### src/rtl/lsr_pkg.sv
// constants, register map, display symbols and state type for the light screen status block
// assumes a single 100 MHz system clock; all counts are derived from it here
package lsr_pkg;

  // clock rate in kHz, so that milliseconds times this gives cycles
  localparam int CLK_KHZ = 100_000;

  // reset switch closure window, in milliseconds
  localparam int RESET_MIN_MS = 250;
  localparam int RESET_MAX_MS = 2000;
  // least closure rounds up, longest rounds down; both are exact at this rate
  localparam int RESET_MIN_CYC = RESET_MIN_MS * CLK_KHZ;
  localparam int RESET_MAX_CYC = RESET_MAX_MS * CLK_KHZ;

  // half period of the common blink timer, in milliseconds
  localparam int BLINK_HALF_MS = 250;
  localparam int BLINK_HALF_CYC = BLINK_HALF_MS * CLK_KHZ;

  // width of the long counters (2 s at 100 MHz fits in 28 bits)
  localparam int CNT_W = 28;

  // power-up lasts three blink periods; scan code display after a change lasts two
  localparam logic [2:0] POWERUP_HALVES = 3'h6;
  localparam logic [2:0] SCAN_SHOW_HALVES = 3'h4;

  // register byte addresses
  localparam logic [7:0] ADDR_CTRL = 8'h00;
  localparam logic [7:0] ADDR_STATUS = 8'h04;
  localparam logic [7:0] ADDR_LOCK_CODE = 8'h08;

  // control register fields and reset value
  localparam int CTRL_LATCH_BIT = 0;
  localparam int CTRL_RRES_BIT = 1;
  localparam int CTRL_SCAN_BIT = 2;
  localparam int CTRL_W = 3;
  localparam logic [2:0] CTRL_RESET = 3'h0;

  // status register fields
  localparam int STAT_OUT_BIT = 0;
  localparam int STAT_PEND_BIT = 1;
  localparam int STAT_LOCK_BIT = 2;
  localparam int STAT_EMLOCK_BIT = 3;
  localparam int STAT_STATE_LSB = 4;

  // display symbol codes: 8'h00..8'h0f are hex digits
  localparam logic [7:0] SYM_DASH = 8'h10;
  localparam logic [7:0] SYM_LATCH = 8'h11;
  localparam logic [7:0] SYM_ERR = 8'h12;
  localparam logic [7:0] SYM_BLANK = 8'h1f;
  localparam logic [7:0] SYM_ONE = 8'h01;
  localparam logic [7:0] SYM_TWO = 8'h02;

  // receiver operating states
  typedef enum logic [1:0] {RX_POWERUP, RX_ALIGN, RX_RUN, RX_LOCKOUT} rx_state_e;

endpackage : lsr_pkg

### src/rtl/light_screen_status.sv
// reset sequencing and lamp/display logic for a safety light screen receiver and emitter
// assumes all pin inputs are synchronous to MCLK; registers reached over APB
//
// Contract
// - reset accepted only for closures 1/4 to 2 s
// - trip mode: manual reset only after lockout
// - latch mode: reset at power-up, latch, lockout
// - lockout exits only by reset after fault clears
// - emitter lockout cleared only by power cycle
// - emitter lamp: flash red, green, blink green/red
// - emitter digit: error, dash, or scan code
// - eight two-colour zone lamps
// - zone green when clear, red when blocked
// - first beam blocked: zone one red, others dark
// - status green outputs on, red off, blink lockout
// - reset lamp shows run or pending reset
// - run clear: outputs on, green, blink if reduced
// - blocked: outputs off, red, show blocked count
// - display shows mode, or error in lockout
// - trip mode: outputs return once beams clear
// - open test contact acts as blocked beams
//
// Our own choices: register access over APB and the register offsets.
`timescale 1ns/1ps
`default_nettype none
module light_screen_status
  import lsr_pkg::*;
#(
  parameter int RESET_MIN_CYC_P = RESET_MIN_CYC,
  parameter int RESET_MAX_CYC_P = RESET_MAX_CYC,
  parameter int BLINK_HALF_CYC_P = BLINK_HALF_CYC
) (
  input wire logic MCLK,
  input wire logic RST,
  input wire logic PSEL,
  input wire logic PENABLE,
  input wire logic PWRITE,
  input wire logic [7:0] PADDR,
  input wire logic [31:0] PWDATA,
  output logic [31:0] PRDATA,
  output logic PREADY,
  output logic PSLVERR,
  input wire logic RESET_SW, // high while the reset switch is closed
  input wire logic BEAM1_BLOCKED, // first (sync) beam blocked
  input wire logic [7:0] ZONE_BLOCKED, // one bit per zone, any beam blocked
  input wire logic [7:0] BLOCKED_COUNT, // number of blocked beams
  input wire logic RX_FAULT, // receiver internal or external fault
  input wire logic [7:0] RX_FAULT_CODE,
  input wire logic RESET_NOISE, // noise seen on the reset input
  input wire logic FEEDBACK_NOISE, // noise seen on the contact_feedback_monitor input
  input wire logic TEST_OPEN, // emitter remote test contact open
  input wire logic EMIT_FAULT,
  input wire logic [3:0] EMIT_FAULT_CODE,
  output logic [1:0] SAFETY_OUTPUT_PAIR,
  output logic STATUS_RED,
  output logic STATUS_GREEN,
  output logic RESET_LAMP,
  output logic [7:0] ZONE_RED,
  output logic [7:0] ZONE_GREEN,
  output logic [7:0] DISP_LEFT,
  output logic [7:0] DISP_MID,
  output logic [7:0] DISP_RIGHT,
  output logic EMIT_RED,
  output logic EMIT_GREEN,
  output logic [7:0] EMIT_DISP
);

  localparam logic [CNT_W-1:0] BLINK_LAST = CNT_W'(BLINK_HALF_CYC_P - 1);

  logic [CTRL_W-1:0] ctrl; // latch mode, reduced resolution, scan code
  logic latch_mode;
  logic reduced_res;
  logic scan_sel;
  rx_state_e state; // receiver state
  rx_state_e next_state;
  logic reset_needed; // latch mode: reset owed before outputs may turn on
  logic armed; // lockout: switch seen open since entry
  logic [7:0] lock_code; // receiver error code caught at lockout entry
  logic em_lock; // emitter lockout, left only by power cycle
  logic [3:0] em_code; // emitter error code
  logic reset_req; // qualified reset pulse
  logic [CNT_W-1:0] blink_cnt; // common blink timer
  logic blink_phase; // high in the lit half of a flash
  logic blink_tick; // one-cycle pulse at each half-period edge
  logic [2:0] pu_halves; // half periods spent in power-up
  logic [2:0] scan_show; // half periods left showing the scan code
  logic scan_prev; // scan code one cycle ago
  logic beam1_blk;
  logic [7:0] zones_blk;
  logic all_clear;
  logic out_on;
  logic apb_hit;
  logic [31:0] rd_mux;
  logic rd_ok;
  logic next_st_red, next_st_green, next_rst_lamp, next_em_red, next_em_green;
  logic [7:0] next_zr, next_zg, next_dl, next_dm, next_dr, next_ed;

  assign latch_mode = ctrl[CTRL_LATCH_BIT];
  assign reduced_res = ctrl[CTRL_RRES_BIT];
  assign scan_sel = ctrl[CTRL_SCAN_BIT];

  // an open test contact stops emission, which the receiver sees as every beam blocked
  assign beam1_blk = BEAM1_BLOCKED | TEST_OPEN;
  assign zones_blk = TEST_OPEN ? 8'hff : ZONE_BLOCKED;
  assign all_clear = !beam1_blk && (zones_blk == 8'h00);

  // safety outputs only in run with every beam clear and no reset owed
  assign out_on = (state == RX_RUN) && all_clear && !(latch_mode && reset_needed);

  // decimal value of a blocked-beam count as three display digits
  function automatic logic [23:0] dec3(input logic [7:0] v);
    logic [7:0] h, t, u;
    h = v / 8'd100;
    t = (v / 8'd10) % 8'd10;
    u = v % 8'd10;
    return {h, t, u};
  endfunction : dec3

  reset_qualifier #(
    .MIN_CYC(RESET_MIN_CYC_P),
    .MAX_CYC(RESET_MAX_CYC_P)
  ) u_qual (
    .clk(MCLK),
    .rst(RST),
    .closed(RESET_SW),
    .accept(reset_req)
  );

  // free-running blink timer shared by every flashing indication
  always_ff @(posedge MCLK) begin
    if (RST) begin
      blink_cnt <= '0;
      blink_phase <= 1'b1;
      blink_tick <= 1'b0;
    end else begin
      blink_tick <= (blink_cnt == BLINK_LAST);
      if (blink_cnt == BLINK_LAST) begin
        blink_cnt <= '0;
        blink_phase <= !blink_phase;
      end else begin
        blink_cnt <= blink_cnt + 1'b1;
      end
    end
  end

  // power-up length and scan code display window, counted in blink halves
  always_ff @(posedge MCLK) begin
    if (RST) begin
      pu_halves <= 3'h0;
      scan_show <= 3'h0;
      scan_prev <= 1'b0;
    end else begin
      scan_prev <= scan_sel;
      if (blink_tick && state == RX_POWERUP && pu_halves != POWERUP_HALVES) begin
        pu_halves <= pu_halves + 3'h1;
      end
      if (scan_sel != scan_prev) begin
        scan_show <= SCAN_SHOW_HALVES;
      end else if (blink_tick && scan_show != 3'h0) begin
        scan_show <= scan_show - 3'h1;
      end
    end
  end

  // receiver state sequence
  always_comb begin
    next_state = state;
    case (state)
      RX_POWERUP: begin
        if (RX_FAULT) next_state = RX_LOCKOUT;
        else if (pu_halves == POWERUP_HALVES) next_state = RX_ALIGN;
      end
      RX_ALIGN: begin
        if (RX_FAULT) next_state = RX_LOCKOUT;
        else if (all_clear) next_state = RX_RUN;
      end
      RX_RUN: begin
        if (RX_FAULT) next_state = RX_LOCKOUT;
      end
      RX_LOCKOUT: begin
        // only a properly cycled reset after the fault is gone leaves lockout
        if (!RX_FAULT && armed && reset_req) next_state = RX_ALIGN;
      end
      default: next_state = RX_LOCKOUT;
    endcase
  end

  // state register and lockout bookkeeping
  always_ff @(posedge MCLK) begin
    if (RST) begin
      state <= RX_POWERUP;
      armed <= 1'b0;
      lock_code <= 8'h00;
    end else begin
      state <= next_state;
      if (state != RX_LOCKOUT && next_state == RX_LOCKOUT) begin
        lock_code <= RX_FAULT_CODE;
        armed <= !RESET_SW;
      end else if (state == RX_LOCKOUT && !RESET_SW) begin
        armed <= 1'b1;
      end
    end
  end

  // owed reset in latch mode; a latch event in the same cycle as a reset wins
  always_ff @(posedge MCLK) begin
    if (RST) begin
      reset_needed <= 1'b1;
    end else begin
      if (reset_req && all_clear && state == RX_RUN) reset_needed <= 1'b0;
      if (state == RX_LOCKOUT && next_state == RX_ALIGN) reset_needed <= 1'b0;
      if (state == RX_POWERUP || next_state == RX_LOCKOUT) reset_needed <= 1'b1;
      if (state == RX_RUN && !all_clear && SAFETY_OUTPUT_PAIR != 2'b00) reset_needed <= 1'b1;
    end
  end

  // emitter lockout holds until power is removed and reapplied
  always_ff @(posedge MCLK) begin
    if (RST) begin
      em_lock <= 1'b0;
      em_code <= 4'h0;
    end else if (EMIT_FAULT && !em_lock) begin
      em_lock <= 1'b1;
      em_code <= EMIT_FAULT_CODE;
    end
  end

  // receiver lamps and display
  always_comb begin
    logic [23:0] cnt_digits;
    logic [7:0] scan_digit;
    cnt_digits = dec3(BLOCKED_COUNT);
    scan_digit = scan_sel ? SYM_TWO : SYM_ONE;
    next_st_red = 1'b0;
    next_st_green = 1'b0;
    next_rst_lamp = 1'b0;
    next_zr = 8'h00;
    next_zg = 8'h00;
    next_dl = SYM_BLANK;
    next_dm = latch_mode ? SYM_LATCH : SYM_DASH;
    next_dr = SYM_BLANK;
    case (state)
      RX_POWERUP: begin
        // one red flash on status and zones, scan code flashed three times
        next_st_red = blink_phase && (pu_halves == 3'h0);
        next_zr = (blink_phase && pu_halves == 3'h0) ? 8'hff : 8'h00;
        next_dm = blink_phase ? scan_digit : SYM_BLANK;
      end
      RX_LOCKOUT: begin
        next_st_red = blink_phase;
        next_dl = SYM_ERR;
        next_dm = {4'h0, lock_code[7:4]};
        next_dr = {4'h0, lock_code[3:0]};
      end
      default: begin
        if (beam1_blk) begin
          next_zr = 8'h01;
        end else begin
          next_zr = zones_blk;
          next_zg = ~zones_blk;
        end
        if (out_on) begin
          next_st_green = reduced_res ? blink_phase : 1'b1;
        end else if (!(state == RX_ALIGN && beam1_blk)) begin
          next_st_red = 1'b1;
        end
        if (!all_clear) begin
          next_dl = cnt_digits[23:16];
          next_dm = cnt_digits[15:8];
          next_dr = cnt_digits[7:0];
        end else if (scan_show != 3'h0) begin
          next_dm = scan_digit;
        end
        if (state == RX_ALIGN && beam1_blk) begin
          next_rst_lamp = 1'b0;
        end else if (latch_mode && reset_needed && all_clear) begin
          next_rst_lamp = blink_phase;
        end else begin
          next_rst_lamp = 1'b1;
        end
      end
    endcase
    // noise flashes one end digit, leaving the rest as it was
    if (RESET_NOISE && !blink_phase) next_dl = SYM_BLANK;
    if (FEEDBACK_NOISE && !blink_phase) next_dr = SYM_BLANK;
  end

  // emitter lamp and digit
  always_comb begin
    next_em_red = 1'b0;
    next_em_green = 1'b0;
    next_ed = SYM_DASH;
    if (em_lock) begin
      next_em_red = blink_phase;
      next_ed = {4'h0, em_code};
    end else if (state == RX_POWERUP) begin
      next_em_red = blink_phase && (pu_halves == 3'h0);
      next_ed = scan_sel ? SYM_TWO : SYM_ONE;
    end else begin
      next_em_green = TEST_OPEN ? blink_phase : 1'b1;
      if (scan_show != 3'h0) next_ed = scan_sel ? SYM_TWO : SYM_ONE;
    end
  end

  // registered indication outputs
  always_ff @(posedge MCLK) begin
    if (RST) begin
      SAFETY_OUTPUT_PAIR <= 2'b00;
      STATUS_RED <= 1'b0;
      STATUS_GREEN <= 1'b0;
      RESET_LAMP <= 1'b0;
      ZONE_RED <= 8'h00;
      ZONE_GREEN <= 8'h00;
      DISP_LEFT <= SYM_BLANK;
      DISP_MID <= SYM_BLANK;
      DISP_RIGHT <= SYM_BLANK;
      EMIT_RED <= 1'b0;
      EMIT_GREEN <= 1'b0;
      EMIT_DISP <= SYM_BLANK;
    end else begin
      SAFETY_OUTPUT_PAIR <= out_on ? 2'b11 : 2'b00;
      STATUS_RED <= next_st_red;
      STATUS_GREEN <= next_st_green;
      RESET_LAMP <= next_rst_lamp;
      ZONE_RED <= next_zr;
      ZONE_GREEN <= next_zg;
      DISP_LEFT <= next_dl;
      DISP_MID <= next_dm;
      DISP_RIGHT <= next_dr;
      EMIT_RED <= next_em_red;
      EMIT_GREEN <= next_em_green;
      EMIT_DISP <= next_ed;
    end
  end

  // APB slave: one wait cycle, then registered answer
  assign apb_hit = PSEL && PENABLE;

  always_comb begin
    rd_mux = 32'h0000_0000;
    rd_ok = 1'b1;
    case (PADDR)
      ADDR_CTRL: rd_mux[CTRL_W-1:0] = ctrl;
      ADDR_STATUS: begin
        rd_mux[STAT_OUT_BIT] = SAFETY_OUTPUT_PAIR[0];
        rd_mux[STAT_PEND_BIT] = latch_mode && reset_needed;
        rd_mux[STAT_LOCK_BIT] = (state == RX_LOCKOUT);
        rd_mux[STAT_EMLOCK_BIT] = em_lock;
        rd_mux[STAT_STATE_LSB +: 2] = state;
      end
      ADDR_LOCK_CODE: rd_mux[7:0] = lock_code;
      default: rd_ok = 1'b0;
    endcase
    if (PWRITE && PADDR != ADDR_CTRL) rd_ok = 1'b0;
  end

  always_ff @(posedge MCLK) begin
    if (RST) begin
      PREADY <= 1'b0;
      PRDATA <= 32'h0000_0000;
      PSLVERR <= 1'b0;
    end else begin
      PREADY <= apb_hit && !PREADY;
      if (apb_hit && !PREADY) begin
        PRDATA <= (PWRITE || !rd_ok) ? 32'h0000_0000 : rd_mux;
        PSLVERR <= !rd_ok;
      end else begin
        PSLVERR <= 1'b0;
      end
    end
  end

  // control register: written at the edge that completes the access
  always_ff @(posedge MCLK) begin
    if (RST) begin
      ctrl <= CTRL_RESET;
    end else if (apb_hit && PREADY && PWRITE && PADDR == ADDR_CTRL) begin
      ctrl <= PWDATA[CTRL_W-1:0];
    end
  end

  chk_outputs_cause: assert property (@(posedge MCLK) disable iff (RST)
    (SAFETY_OUTPUT_PAIR != 2'b00) |-> ($past(state) == RX_RUN && $past(all_clear)))
    else $error("safety outputs on without run and clear beams");

  chk_latch_hold: assert property (@(posedge MCLK) disable iff (RST)
    (latch_mode && reset_needed && state == RX_RUN) |=> SAFETY_OUTPUT_PAIR == 2'b00)
    else $error("latch mode outputs on while reset owed");

  chk_trip_auto: assert property (@(posedge MCLK) disable iff (RST)
    (!latch_mode && state == RX_RUN && all_clear) |=> SAFETY_OUTPUT_PAIR == 2'b11)
    else $error("trip mode outputs did not return when clear");

  chk_lockout_exit: assert property (@(posedge MCLK) disable iff (RST)
    ($past(state) == RX_LOCKOUT && state != RX_LOCKOUT) |-> ($past(reset_req) && !$past(RX_FAULT)))
    else $error("lockout left without a qualified reset");

  chk_emit_sticky: assert property (@(posedge MCLK) disable iff (RST)
    em_lock |=> em_lock)
    else $error("emitter lockout cleared without power cycle");

  chk_beam1_zones: assert property (@(posedge MCLK) disable iff (RST)
    (beam1_blk && (state == RX_ALIGN || state == RX_RUN)) |=> (ZONE_RED == 8'h01 && ZONE_GREEN == 8'h00))
    else $error("zones not dark with first beam blocked");

  chk_lockout_dark: assert property (@(posedge MCLK) disable iff (RST)
    (state == RX_LOCKOUT) |=> (ZONE_RED == 8'h00 && ZONE_GREEN == 8'h00 && !STATUS_GREEN && DISP_LEFT != SYM_DASH))
    else $error("lockout indications wrong");

  chk_powerup_off: assert property (@(posedge MCLK) disable iff (RST)
    (state == RX_POWERUP) |=> (SAFETY_OUTPUT_PAIR == 2'b00 && !RESET_LAMP))
    else $error("power-up drove outputs or reset lamp");

endmodule : light_screen_status
`default_nettype wire

### src/rtl/reset_qualifier.sv
// times the reset switch closure and accepts it on the release edge
// assumes the switch level is already synchronous to the clock and debounced
`timescale 1ns/1ps
`default_nettype none
module reset_qualifier
  import lsr_pkg::*;
#(
  parameter int MIN_CYC = RESET_MIN_CYC,
  parameter int MAX_CYC = RESET_MAX_CYC
) (
  input wire logic clk,
  input wire logic rst,
  input wire logic closed,
  output logic accept
);

  // window limits at counter width; the counter saturates one past the upper limit
  localparam logic [CNT_W-1:0] MIN_C = CNT_W'(MIN_CYC);
  localparam logic [CNT_W-1:0] MAX_C = CNT_W'(MAX_CYC);
  localparam logic [CNT_W-1:0] SAT_C = CNT_W'(MAX_CYC + 1);

  logic [CNT_W-1:0] hold_cnt; // cycles the switch has been closed
  logic was_closed; // switch level one cycle ago

  // closure timer on the system clock, cleared while open
  always_ff @(posedge clk) begin
    if (rst) begin
      hold_cnt <= '0;
      was_closed <= 1'b0;
    end else begin
      was_closed <= closed;
      if (!closed) begin
        hold_cnt <= '0;
      end else if (hold_cnt != SAT_C) begin
        hold_cnt <= hold_cnt + 1'b1;
      end
    end
  end

  // judged on release: too short and too long closures are both dropped
  always_ff @(posedge clk) begin
    if (rst) begin
      accept <= 1'b0;
    end else begin
      accept <= was_closed && !closed && hold_cnt >= MIN_C && hold_cnt <= MAX_C;
    end
  end

  chk_accept_window: assert property (@(posedge clk) disable iff (rst)
    accept |-> ($past(hold_cnt) >= MIN_C && $past(hold_cnt) <= MAX_C))
    else $error("reset accepted outside the closure window");

  chk_long_ignored: assert property (@(posedge clk) disable iff (rst)
    (was_closed && !closed && hold_cnt > MAX_C) |=> !accept)
    else $error("overlong reset closure was accepted");

  chk_accept_release: assert property (@(posedge clk) disable iff (rst)
    accept |-> ($past(was_closed) && !$past(closed)) ##1 !accept)
    else $error("reset accept not a single pulse on release");

endmodule : reset_qualifier
`default_nettype wire

### config.mk
export PLATFORM = sky130hd
export DESIGN_NAME = light_screen_status
export DESIGN_NICKNAME = d
export VERILOG_FILES = /design/src/rtl/lsr_pkg.sv /design/src/rtl/light_screen_status.sv /design/src/rtl/reset_qualifier.sv
export SDC_FILE = /design/constraint.sdc
export NUM_CORES = 1
export LEC_CHECK = 0
export BUFFER_PORTS_ARGS = -buffer_cell sky130_fd_sc_hd__buf_2
export CAP_MARGIN = 20
export CORE_ASPECT_RATIO = 0.75
export CORE_MARGIN = 10
export CORE_UTILIZATION = 30
export DETAILED_ROUTE_END_ITERATION = 10
export PLACE_DENSITY_LB_ADDON = 0.05
export SYNTH_ARGS = -nofsm -noshare
export SYNTH_HDL_FRONTEND = slang
export SYNTH_HIERARCHICAL = 1
export SYNTH_SLANG_ARGS = --single-unit
### constraint.sdc
create_clock -name MCLK -period 3.2 [get_ports MCLK]
set_clock_uncertainty 0.05 [all_clocks]
set_input_delay 0.64 -clock MCLK [delete_from_list [all_inputs] [get_ports MCLK]]
set_output_delay 0.64 -clock MCLK [all_outputs]
set_load 0.05 [all_outputs]
==> results of run 1 <==
[what timing repair did]
| item | 4_1_cts | 5_1_grt |
|---|---|---|
| setup endpoints to repair | 0 | 1 |
| resized for setup | 0 | 1 |
| setup buffers | 0 | 0 |
[cells in the final DEF (no fill, tap or decap), types with 6 or more instances in the layout]
| cell | instances |
|---|---|
| and3_1 | 12 |
| nand2_1 | 74 |
| nand3_1 | 40 |
| nand2b_1 | 9 |
| o211ai_1 | 6 |
| dfxtp_1 | 144 |
| o21ai_0 | 25 |
| or4_1 | 6 |
| clkbuf_16 | 17 |
| or3_1 | 10 |
| and2_1 | 8 |
| nor4_1 | 7 |
| conb_1 | 33 |
| ha_1 | 16 |
| a21oi_1 | 30 |
| mux2i_1 | 22 |
| xor2_1 | 33 |
| buf_2 | 109 |
| buf_4 | 71 |
| nand3b_1 | 7 |
| xnor2_1 | 20 |
| nor3_1 | 17 |
| nand4_1 | 13 |
| a22oi_1 | 8 |
| nor2_1 | 128 |
| o22ai_1 | 6 |
| a31oi_1 | 8 |
| inv_1 | 24 |
[state kept, by name (all words and copies together), names as in the netlist, 2 cells and up]
name,cells
EMIT_DISP,5
DISP_MID,8
ZONE_GREEN,8
DISP_RIGHT,8
ctrl,3
lock_code,8
pu_halves,3
u_qual/hold_cnt,28
scan_show,3
ZONE_RED,8
state,2
DISP_LEFT,4
em_code,4
blink_cnt,28
PRDATA,8
[critical path: cells and delay by family]
kind	cells	cell delay, ps
AO/OA/AOI/OAI	3	680
XOR/XNOR	1	110
adder cells (fa/ha/maj)	1	180
buffers and inverters	4	670
AND/OR/NAND/NOR	4	1010
[layout make-up]
class                           count  area, um^2  area share [%]
Clock buffer                       19       452.9           5.030
Clock inverter                     13       175.2           1.945
Inverter                           28       105.1           1.167
Multi-Input combinational cell    637        3935           43.70
Sequential cell                   144        2883           32.01
Tap cell                          300       375.4           4.168
Timing Repair Buffer              180        1079           11.98
[final timing paths]
kind / start / to
hold / removal: ZONE_BLOCKED[0] / ZONE_GREEN[0]
setup / recovery: BLOCKED_COUNT[4] / DISP_MID[3]
hold reg to reg: em_code[2] / EMIT_DISP[2]
setup reg to reg: state[1] / lock_code[1]
[where the power goes]
group          switching, uW  internal (uW)
Combinational           1520            662
Sequential               123           2030
Clock                    841           1290
Total                   2480           3980
[per-stage QoR]
stage	hold slack (ps)	cells	utilization (%)	TNS, ps	setup WS, ps
after floorplan	371.8	879	-	-8.010	-8.010
after global placement	408.3	1289	36.01	-688.0	-188.8
after detailed placement	393.5	1289	36.01	-587.7	-224.8
after CTS	324.0	1321	38.72	0	209.7
after global routing	337.2	1321	38.74	0	10.20
final	341.8	1321	38.74	0	223.4
[synthesized netlist by cell type (all sizes together), types with 9 or more instances]
master / n / share of area (%)
inv: 27 / 1.4
xor2: 33 / 4.0
clkbuf: 25 / 1.3
or3: 10 / 0.87
nand2: 75 / 4.0
nand2b: 9 / 0.79
and3: 15 / 1.3
xnor2: 21 / 2.6
ha: 18 / 3.1
nand3: 40 / 2.8
nor2: 128 / 6.7
o21ai: 29 / 2.0
nand4: 14 / 1.3
mux2i: 22 / 3.1
a21oi: 30 / 2.1
nor3: 18 / 1.3
nor4: 10 / 1.5
buf: 45 / 4.5
dfxtp: 144 / 40
[metal layers]
| layer | vias to the layer above | GRT usage (%) | share of wire (%) |
|---|---|---|---|
| met5 | - | 0 | 0 |
| met4 | 0 | 3.298 | 0.54 |
| met3 | 9 | 3.555 | 5.7 |
| met2 | 147 | 19.00 | 41 |
| met1 | 2874 | 19.76 | 53 |
| li1 | 3222 | - | - |
[logic make-up after synthesis]
| logic type | share of synthesized area (%) |
|---|---|
| AO/OA/AOI/OAI | 12.52 |
| XOR/XNOR | 6.600 |
| adder cells (fa/ha/maj) | 3.283 |
| buffers and inverters | 7.264 |
| flip-flops | 40.23 |
| multiplexers | 3.230 |
| other | 0.05233 |
| AND/OR/NAND/NOR | 26.82 |
==> reports/results.ini, run 1 <==
[timing]
fmax_mhz=336.0
fin_crit_sh_pct=93.02
fin_crit_ps=2977
timing_hold_violations_final=0
rsz0062_at_grt=no
max_slew_margin_pct=38.89
worst_pin_slew_ps=911.7
setup_viol=0
final-max-slew-violation-count=0

[cts]
htreeDepth=4
cts.sinks=144
clkLatencyLatePin_ps=430
clkTransAtPathRegs_ps=70
ctsHoldBuffers=0
cts_tree=yes
numCtsBuffers=17
cts_root_buf=clkbuf_16
clockBufferDepth=2

[global_route]
grtUsageTotal_pct=13.51
grt-ovfl-total=0
grt_antenna_before_repair=0
grt_max_degree=30
grt_pass1_wl_um=33230
grt_pass1_vias=5887

[routing]
dr.pass1.iters=5
drt_iter0_drc=365
wl_um=21210
vias=6252
vias_per_cell=4.733
route.detailed.drc=0
antenna_left=0
wl_per_cell_um=16.06

[synthesis]
synth_edf_count=0
yosysUniqueCellTypes=81
ys_seq_area_share_pct=40.23
syn_area_um2=7166
ys_ff_latch=144
synth-main-ff-cell=dfxtp_1
synthCells=847
avgSynthCellArea_um2=8.460
async_flop_share_pct=0
yosysWarnings=6

[setup_path]
critPathRequiredTime_ps=3510
r2r_slack_ps=440
critPathMaxFanout=8
crit_path_frequent_cell=buf_4
cp_slowest_cell=or4_1
crit_type=input port to register
end_kind=register
start_kind=input port
rr_worst_depth=9
slowest_delay_ps=510
cp_cell_sequence=buf_2 -> buf_4 -> or2b_1 -> and2_1 -> a222oi_1 -> buf_4 -> o2111ai_4 -> o21ai_2 -> xnor2_2 -> buf_4 -> ha_1 -> or4_1 -> nand3_1
arrival_ps=3290

[place]
placed_area_um2=8371
port_buffers=109
gp_congestion=0.8324
hpwl_um=16120

[pwr]
p_leak_uw=0.003826
vdd_drop_max_mv=0.4167
power-per-cell-area_nw_per_um2=717.6
power_uw=6462

[flow_run]
drv_cap=0

[worst_hold_path]
hold_depth=2
hold_path_class=input port to register

[die]
io-pin-count=169
core_area_um2=23240
initial_core_util_pct=30.83
num_rows=48
die_h_um=153.8
die_area_um2=30530
die_x_um=198.5

[run_status]
status=finished clean

[final_layout]
nNetsFinal=1106
area_growth_pct=25.67
drive_gt1_share_pct=24.09
post-route-cell-area_um2=9005
diodes=0
fill_cells=2377

(Power assumes the default switching activity.)
==> inputs of run 2 (changes only) <==
PLACE_DENSITY = 0.47   (was default)
PLACE_DENSITY_LB_ADDON = default   (was 0.05)
==> reports/results.ini, run 2 (synthesis gave the netlist of run 1 again) <==
[setup_path]
critPathMaxFanout=9
start_kind=input port
crit_path_frequent_cell=buf_4
crit_type=input port to register
cp_top_family=compound AO/OA/AOI/OAI gates
critPathRequiredTime_ps=3510
end_kind=register
cp_cell_sequence=buf_2 -> buf_4 -> or2b_1 -> and2_1 -> a222oi_1 -> buf_4 -> o2111ai_4 -> o21ai_2 -> xnor2_2 -> ha_2 -> or3_1 -> mux2i_1 -> nor4b_2 -> o21ai_1
cp-startpoint=BLOCKED_COUNT[6]
arrival_ps=3300
critPathBufInv=3
cp_slowest_cell=or3_1
r2r-start=state[0]
slowest_delay_ps=340

[worst_hold_path]
hold_path_class=input port to register
worstHoldStart=ZONE_BLOCKED[0]

[global_route]
grt_antenna_before_repair=0
grtUsageTotal_pct=13.02
grt_pass1_wl_um=32290
grt_pass1_vias=5924
grt-ovfl-total=0
grt_max_degree=52

[timing]
rsz0062_at_grt=no
setup_tns_ps=0
worst_pin_slew_ps=690.9
max_slew_margin_pct=53.59
fin_crit_ps=2986
fin_crit_sh_pct=93.32
timing_hold_violations_final=0
fmax_mhz=334.9
final-max-slew-violation-count=0
setup_viol=0

[pwr]
clock_power_share_pct=33.6
power_uw=6509
switching_share_pct=38.84
p_seq_share_pct=33.1
p_leak_uw=0.003802
p_int_uw=3981
p_comb_share_pct=33.3
power-per-cell-area_nw_per_um2=724.1
p_switching_uw=2528
vdd_drop_max_mv=0.3882

[routing]
dr_wl_met3_um=1070
route.detailed.drc=0
wl_met1_um=10210
met2_length_um=8599
vias_per_cell=4.708
vias=6177
wl_per_cell_um=15.31
dr.pass1.iters=5
drt_iter0_drc=363
wl_um=20090
dr.max_layer_used=met4
antenna_left=0

[final_layout]
area_growth_pct=25.46
top_regs=blink_cnt x28, u_qual/hold_cnt x28
drive_gt1_share_pct=23.42
nNetsFinal=1097
diodes=0
final_cell_mix=dfxtp_1 (144), nor2_1 (128), buf_2 (109)
final_common_cell=dfxtp_1

[run_status]
status=finished clean

[cts]
cts.sinks=144
clkLatencyLatePin_ps=430
htreeDepth=4
clockBufferDepth=2
ctsHoldBuffers=0
clkTransAtPathRegs_ps=70
cts-resized-gates=0
cts_root_buf=clkbuf_16
cts_tree=yes
numCtsBuffers=17
post_cts_buffers=0

[die]
die_h_um=153.8
core_area_um2=23240
initial_core_util_pct=30.83
die_x_um=198.5
num_rows=48
die_area_um2=30530
io-pin-count=169

[place]
gp_congestion=0.8131
hpwl_um=15160
port_buffers=109

[flow_run]
drv_cap=0

-- run 2: cell count changes in the layout (fill, tap and decap cells not counted), sizes merged --
cell and delta:
buf -9, inv +3, clkbuf -2, clkinvlp -1
-- run 2: routing by layer --
layer	track usage (%)	vias up
li1	-	3210
met1	18.42	2822
met2	19.18	129
met3	2.683	16
met4	4.241	0
met5	0	-
-- run 2: layout make-up --
type | count | area (um^2)
Inverter | 28 | 105.1
Sequential cell | 144 | 2883
Fill cell | 2395 | 14250
Timing Repair Buffer | 171 | 1049
Tap cell | 300 | 375.4
Clock buffer | 17 | 425.4
Multi-Input combinational cell | 637 | 3935
Clock inverter | 15 | 217.7
-- run 2: final timing paths --
check / end / slack [ps] / depth (start not counted)
max: DISP_MID[5] / 210 / 14
max reg2reg: lock_code[3] / 540 / 10
min: ZONE_GREEN[0] / 330 / 2
min reg2reg: EMIT_DISP[2] / 390 / 2
-- run 2: power groups by stage --
stage	clock [uW]	combinational (uW)	sequential [uW]
global placement	0	2180	2200
CTS	2240	2180	2160
detailed placement	0	2160	2200
floorplan	0	1000	2730
global route	2310	2350	2190
finish	2180	2170	2160
-- run 2: through the flow --
step / utilization (%) / std cells / setup slack (ps) / hold slack [ps] / instance area, um^2
after floorplan: - / 879 / -8.010 / 371.8 / 7358
after CTS: 38.65 / 1312 / 224.2 / 314.5 / 8984
after detailed placement: 35.89 / 1280 / -185.8 / 382.1 / 8341
after global placement: 35.89 / 1280 / -134.5 / 383.2 / 8341
after global routing: 38.68 / 1312 / 25.90 / 326.3 / 8990
final: 38.68 / 1312 / 213.6 / 333.8 / 8990
==> inputs of run 3 (changes only) <==
CORE_UTILIZATION = 49   (was 30)
PLACE_DENSITY = 0.73   (was 0.47)
==> reports/results.ini, run 3 (synthesis gave the netlist of run 1 again) <==
[run_status]
status=finished clean

[final_layout]
top_regs=blink_cnt x28, u_qual/hold_cnt x28
utilization_pct=60.40
area_growth_pct=21.44
post-route-cell-area_um2=8702
nNetsFinal=1088
final_cell_mix=dfxtp_1 (144), nor2_1 (128), buf_2 (109)
final_common_cell=dfxtp_1
drive_gt1_share_pct=22.46
diodes=0

[cts]
clkLatencyLatePin_ps=420
htreeDepth=4
numCtsBuffers=17
cts_tree=yes
post_cts_buffers=0
cts_root_buf=clkbuf_16
clkTransAtPathRegs_ps=60
cts-resized-gates=0
cts.sinks=144
ctsHoldBuffers=0
clockBufferDepth=2

[die]
io-pin-count=169
die_h_um=124.7
initial_core_util_pct=49.74
die_x_um=159.6
num_rows=38
die_area_um2=19910
core_area_um2=14410

[setup_path]
critPathBufInv=2
critPathMaxFanout=12
arrival_ps=3300
cp_slowest_cell=or3_1
rr_worst_depth=7
start_kind=input port
slowest_delay_ps=340
end_kind=register
cp_cell_sequence=buf_2 -> inv_2 -> a2111oi_2 -> a211o_1 -> ha_2 -> and3_4 -> o2111ai_4 -> o21ai_2 -> xnor2_2 -> ha_2 -> or3_1 -> mux2i_1 -> nor4b_2 -> o21ai_1
critPathRequiredTime_ps=3490
crit_type=input port to register
cp.depth=14
cp_top_family=compound AO/OA/AOI/OAI gates
crit_path_frequent_cell=ha_2

[flow_run]
drv_cap=0

[routing]
wl_per_cell_um=15.16
wl_um=18220
vias=6365
dr.pass1.iters=5
vias_per_cell=5.295
route.detailed.drc=0
drt_iter0_drc=400
antenna_left=0

[global_route]
grtUsageTotal_pct=17.63
grt_max_degree=30
grt_antenna_before_repair=0
grt_pass1_vias=5913
grt_pass1_wl_um=29650
grt-ovfl-total=0

[timing]
setup_tns_ps=0
timing.hold.ws_ps=351.2
fin_crit_sh_pct=94.05
setup_viol=0
fin_crit_ps=3010
timing_hold_violations_final=0
final-max-slew-violation-count=0
rsz0062_at_grt=no
worst_pin_slew_ps=988.0
max_slew_margin_pct=33.78
fmax_mhz=332.3

[pwr]
power-per-cell-area_nw_per_um2=705.5
p_leak_uw=0.003713
vdd_drop_max_mv=0.4145
power_uw=6139

[place]
placed_area_um2=8123
hpwl_um=13590
gp_congestion=0.9085
port_buffers=109

[worst_hold_path]
hold_path_class=input port to register
hold_depth=2

## run 3: power by group
part           internal (uW)  total, uW  switching [uW]
combinational            605       2070            1460
sequential              2030       2150             124
clock                   1180       1920             740
## run 3: through the flow
stage / setup slack (ps) / cells
3_3_place_gp: -130.7 / 1171
6_report: 190.3 / 1202
3_5_place_dp: -162.5 / 1171
4_1_cts: 200.3 / 1202
5_1_grt: 58.69 / 1202
2_1_floorplan: -8.010 / 879
## run 3: path summary, 6_finish.rpt
path                            slack [ps]        startpoint            end
worst max-delay path                   190  BLOCKED_COUNT[5]    DISP_MID[5]
worst min-delay path                   350   ZONE_BLOCKED[0]  ZONE_GREEN[0]
worst max register to register         340          state[0]   lock_code[5]
worst min register to register         400        em_code[2]   EMIT_DISP[2]
## run 3: area by class of cell
class	count	area [um^2]
Clock buffer	21	460.4
Clock inverter	10	112.6
Fill cell	1286	5704
Inverter	28	105.1
Multi-Input combinational cell	637	3935
Sequential cell	144	2883
Tap cell	200	250.2
Timing Repair Buffer	162	955.9
## run 3: worst reg2reg max path: stages (launching register included)
cell      delay [ps]
dfxtp_1          480
ha_1             550
a311oi_1         210
nand2b_1         180
a21boi_0         140
nor3_2           760
mux2i_1          290
nor2_1            60
## run 3: metal layers
metal	global-route usage, %	part of all wire (%)	vias to the layer above
met5	0	0	-
met4	4.785	1.2	0
met3	4.789	6.2	17
met2	27.08	44	197
met1	23.77	48	2969
li1	-	-	3182
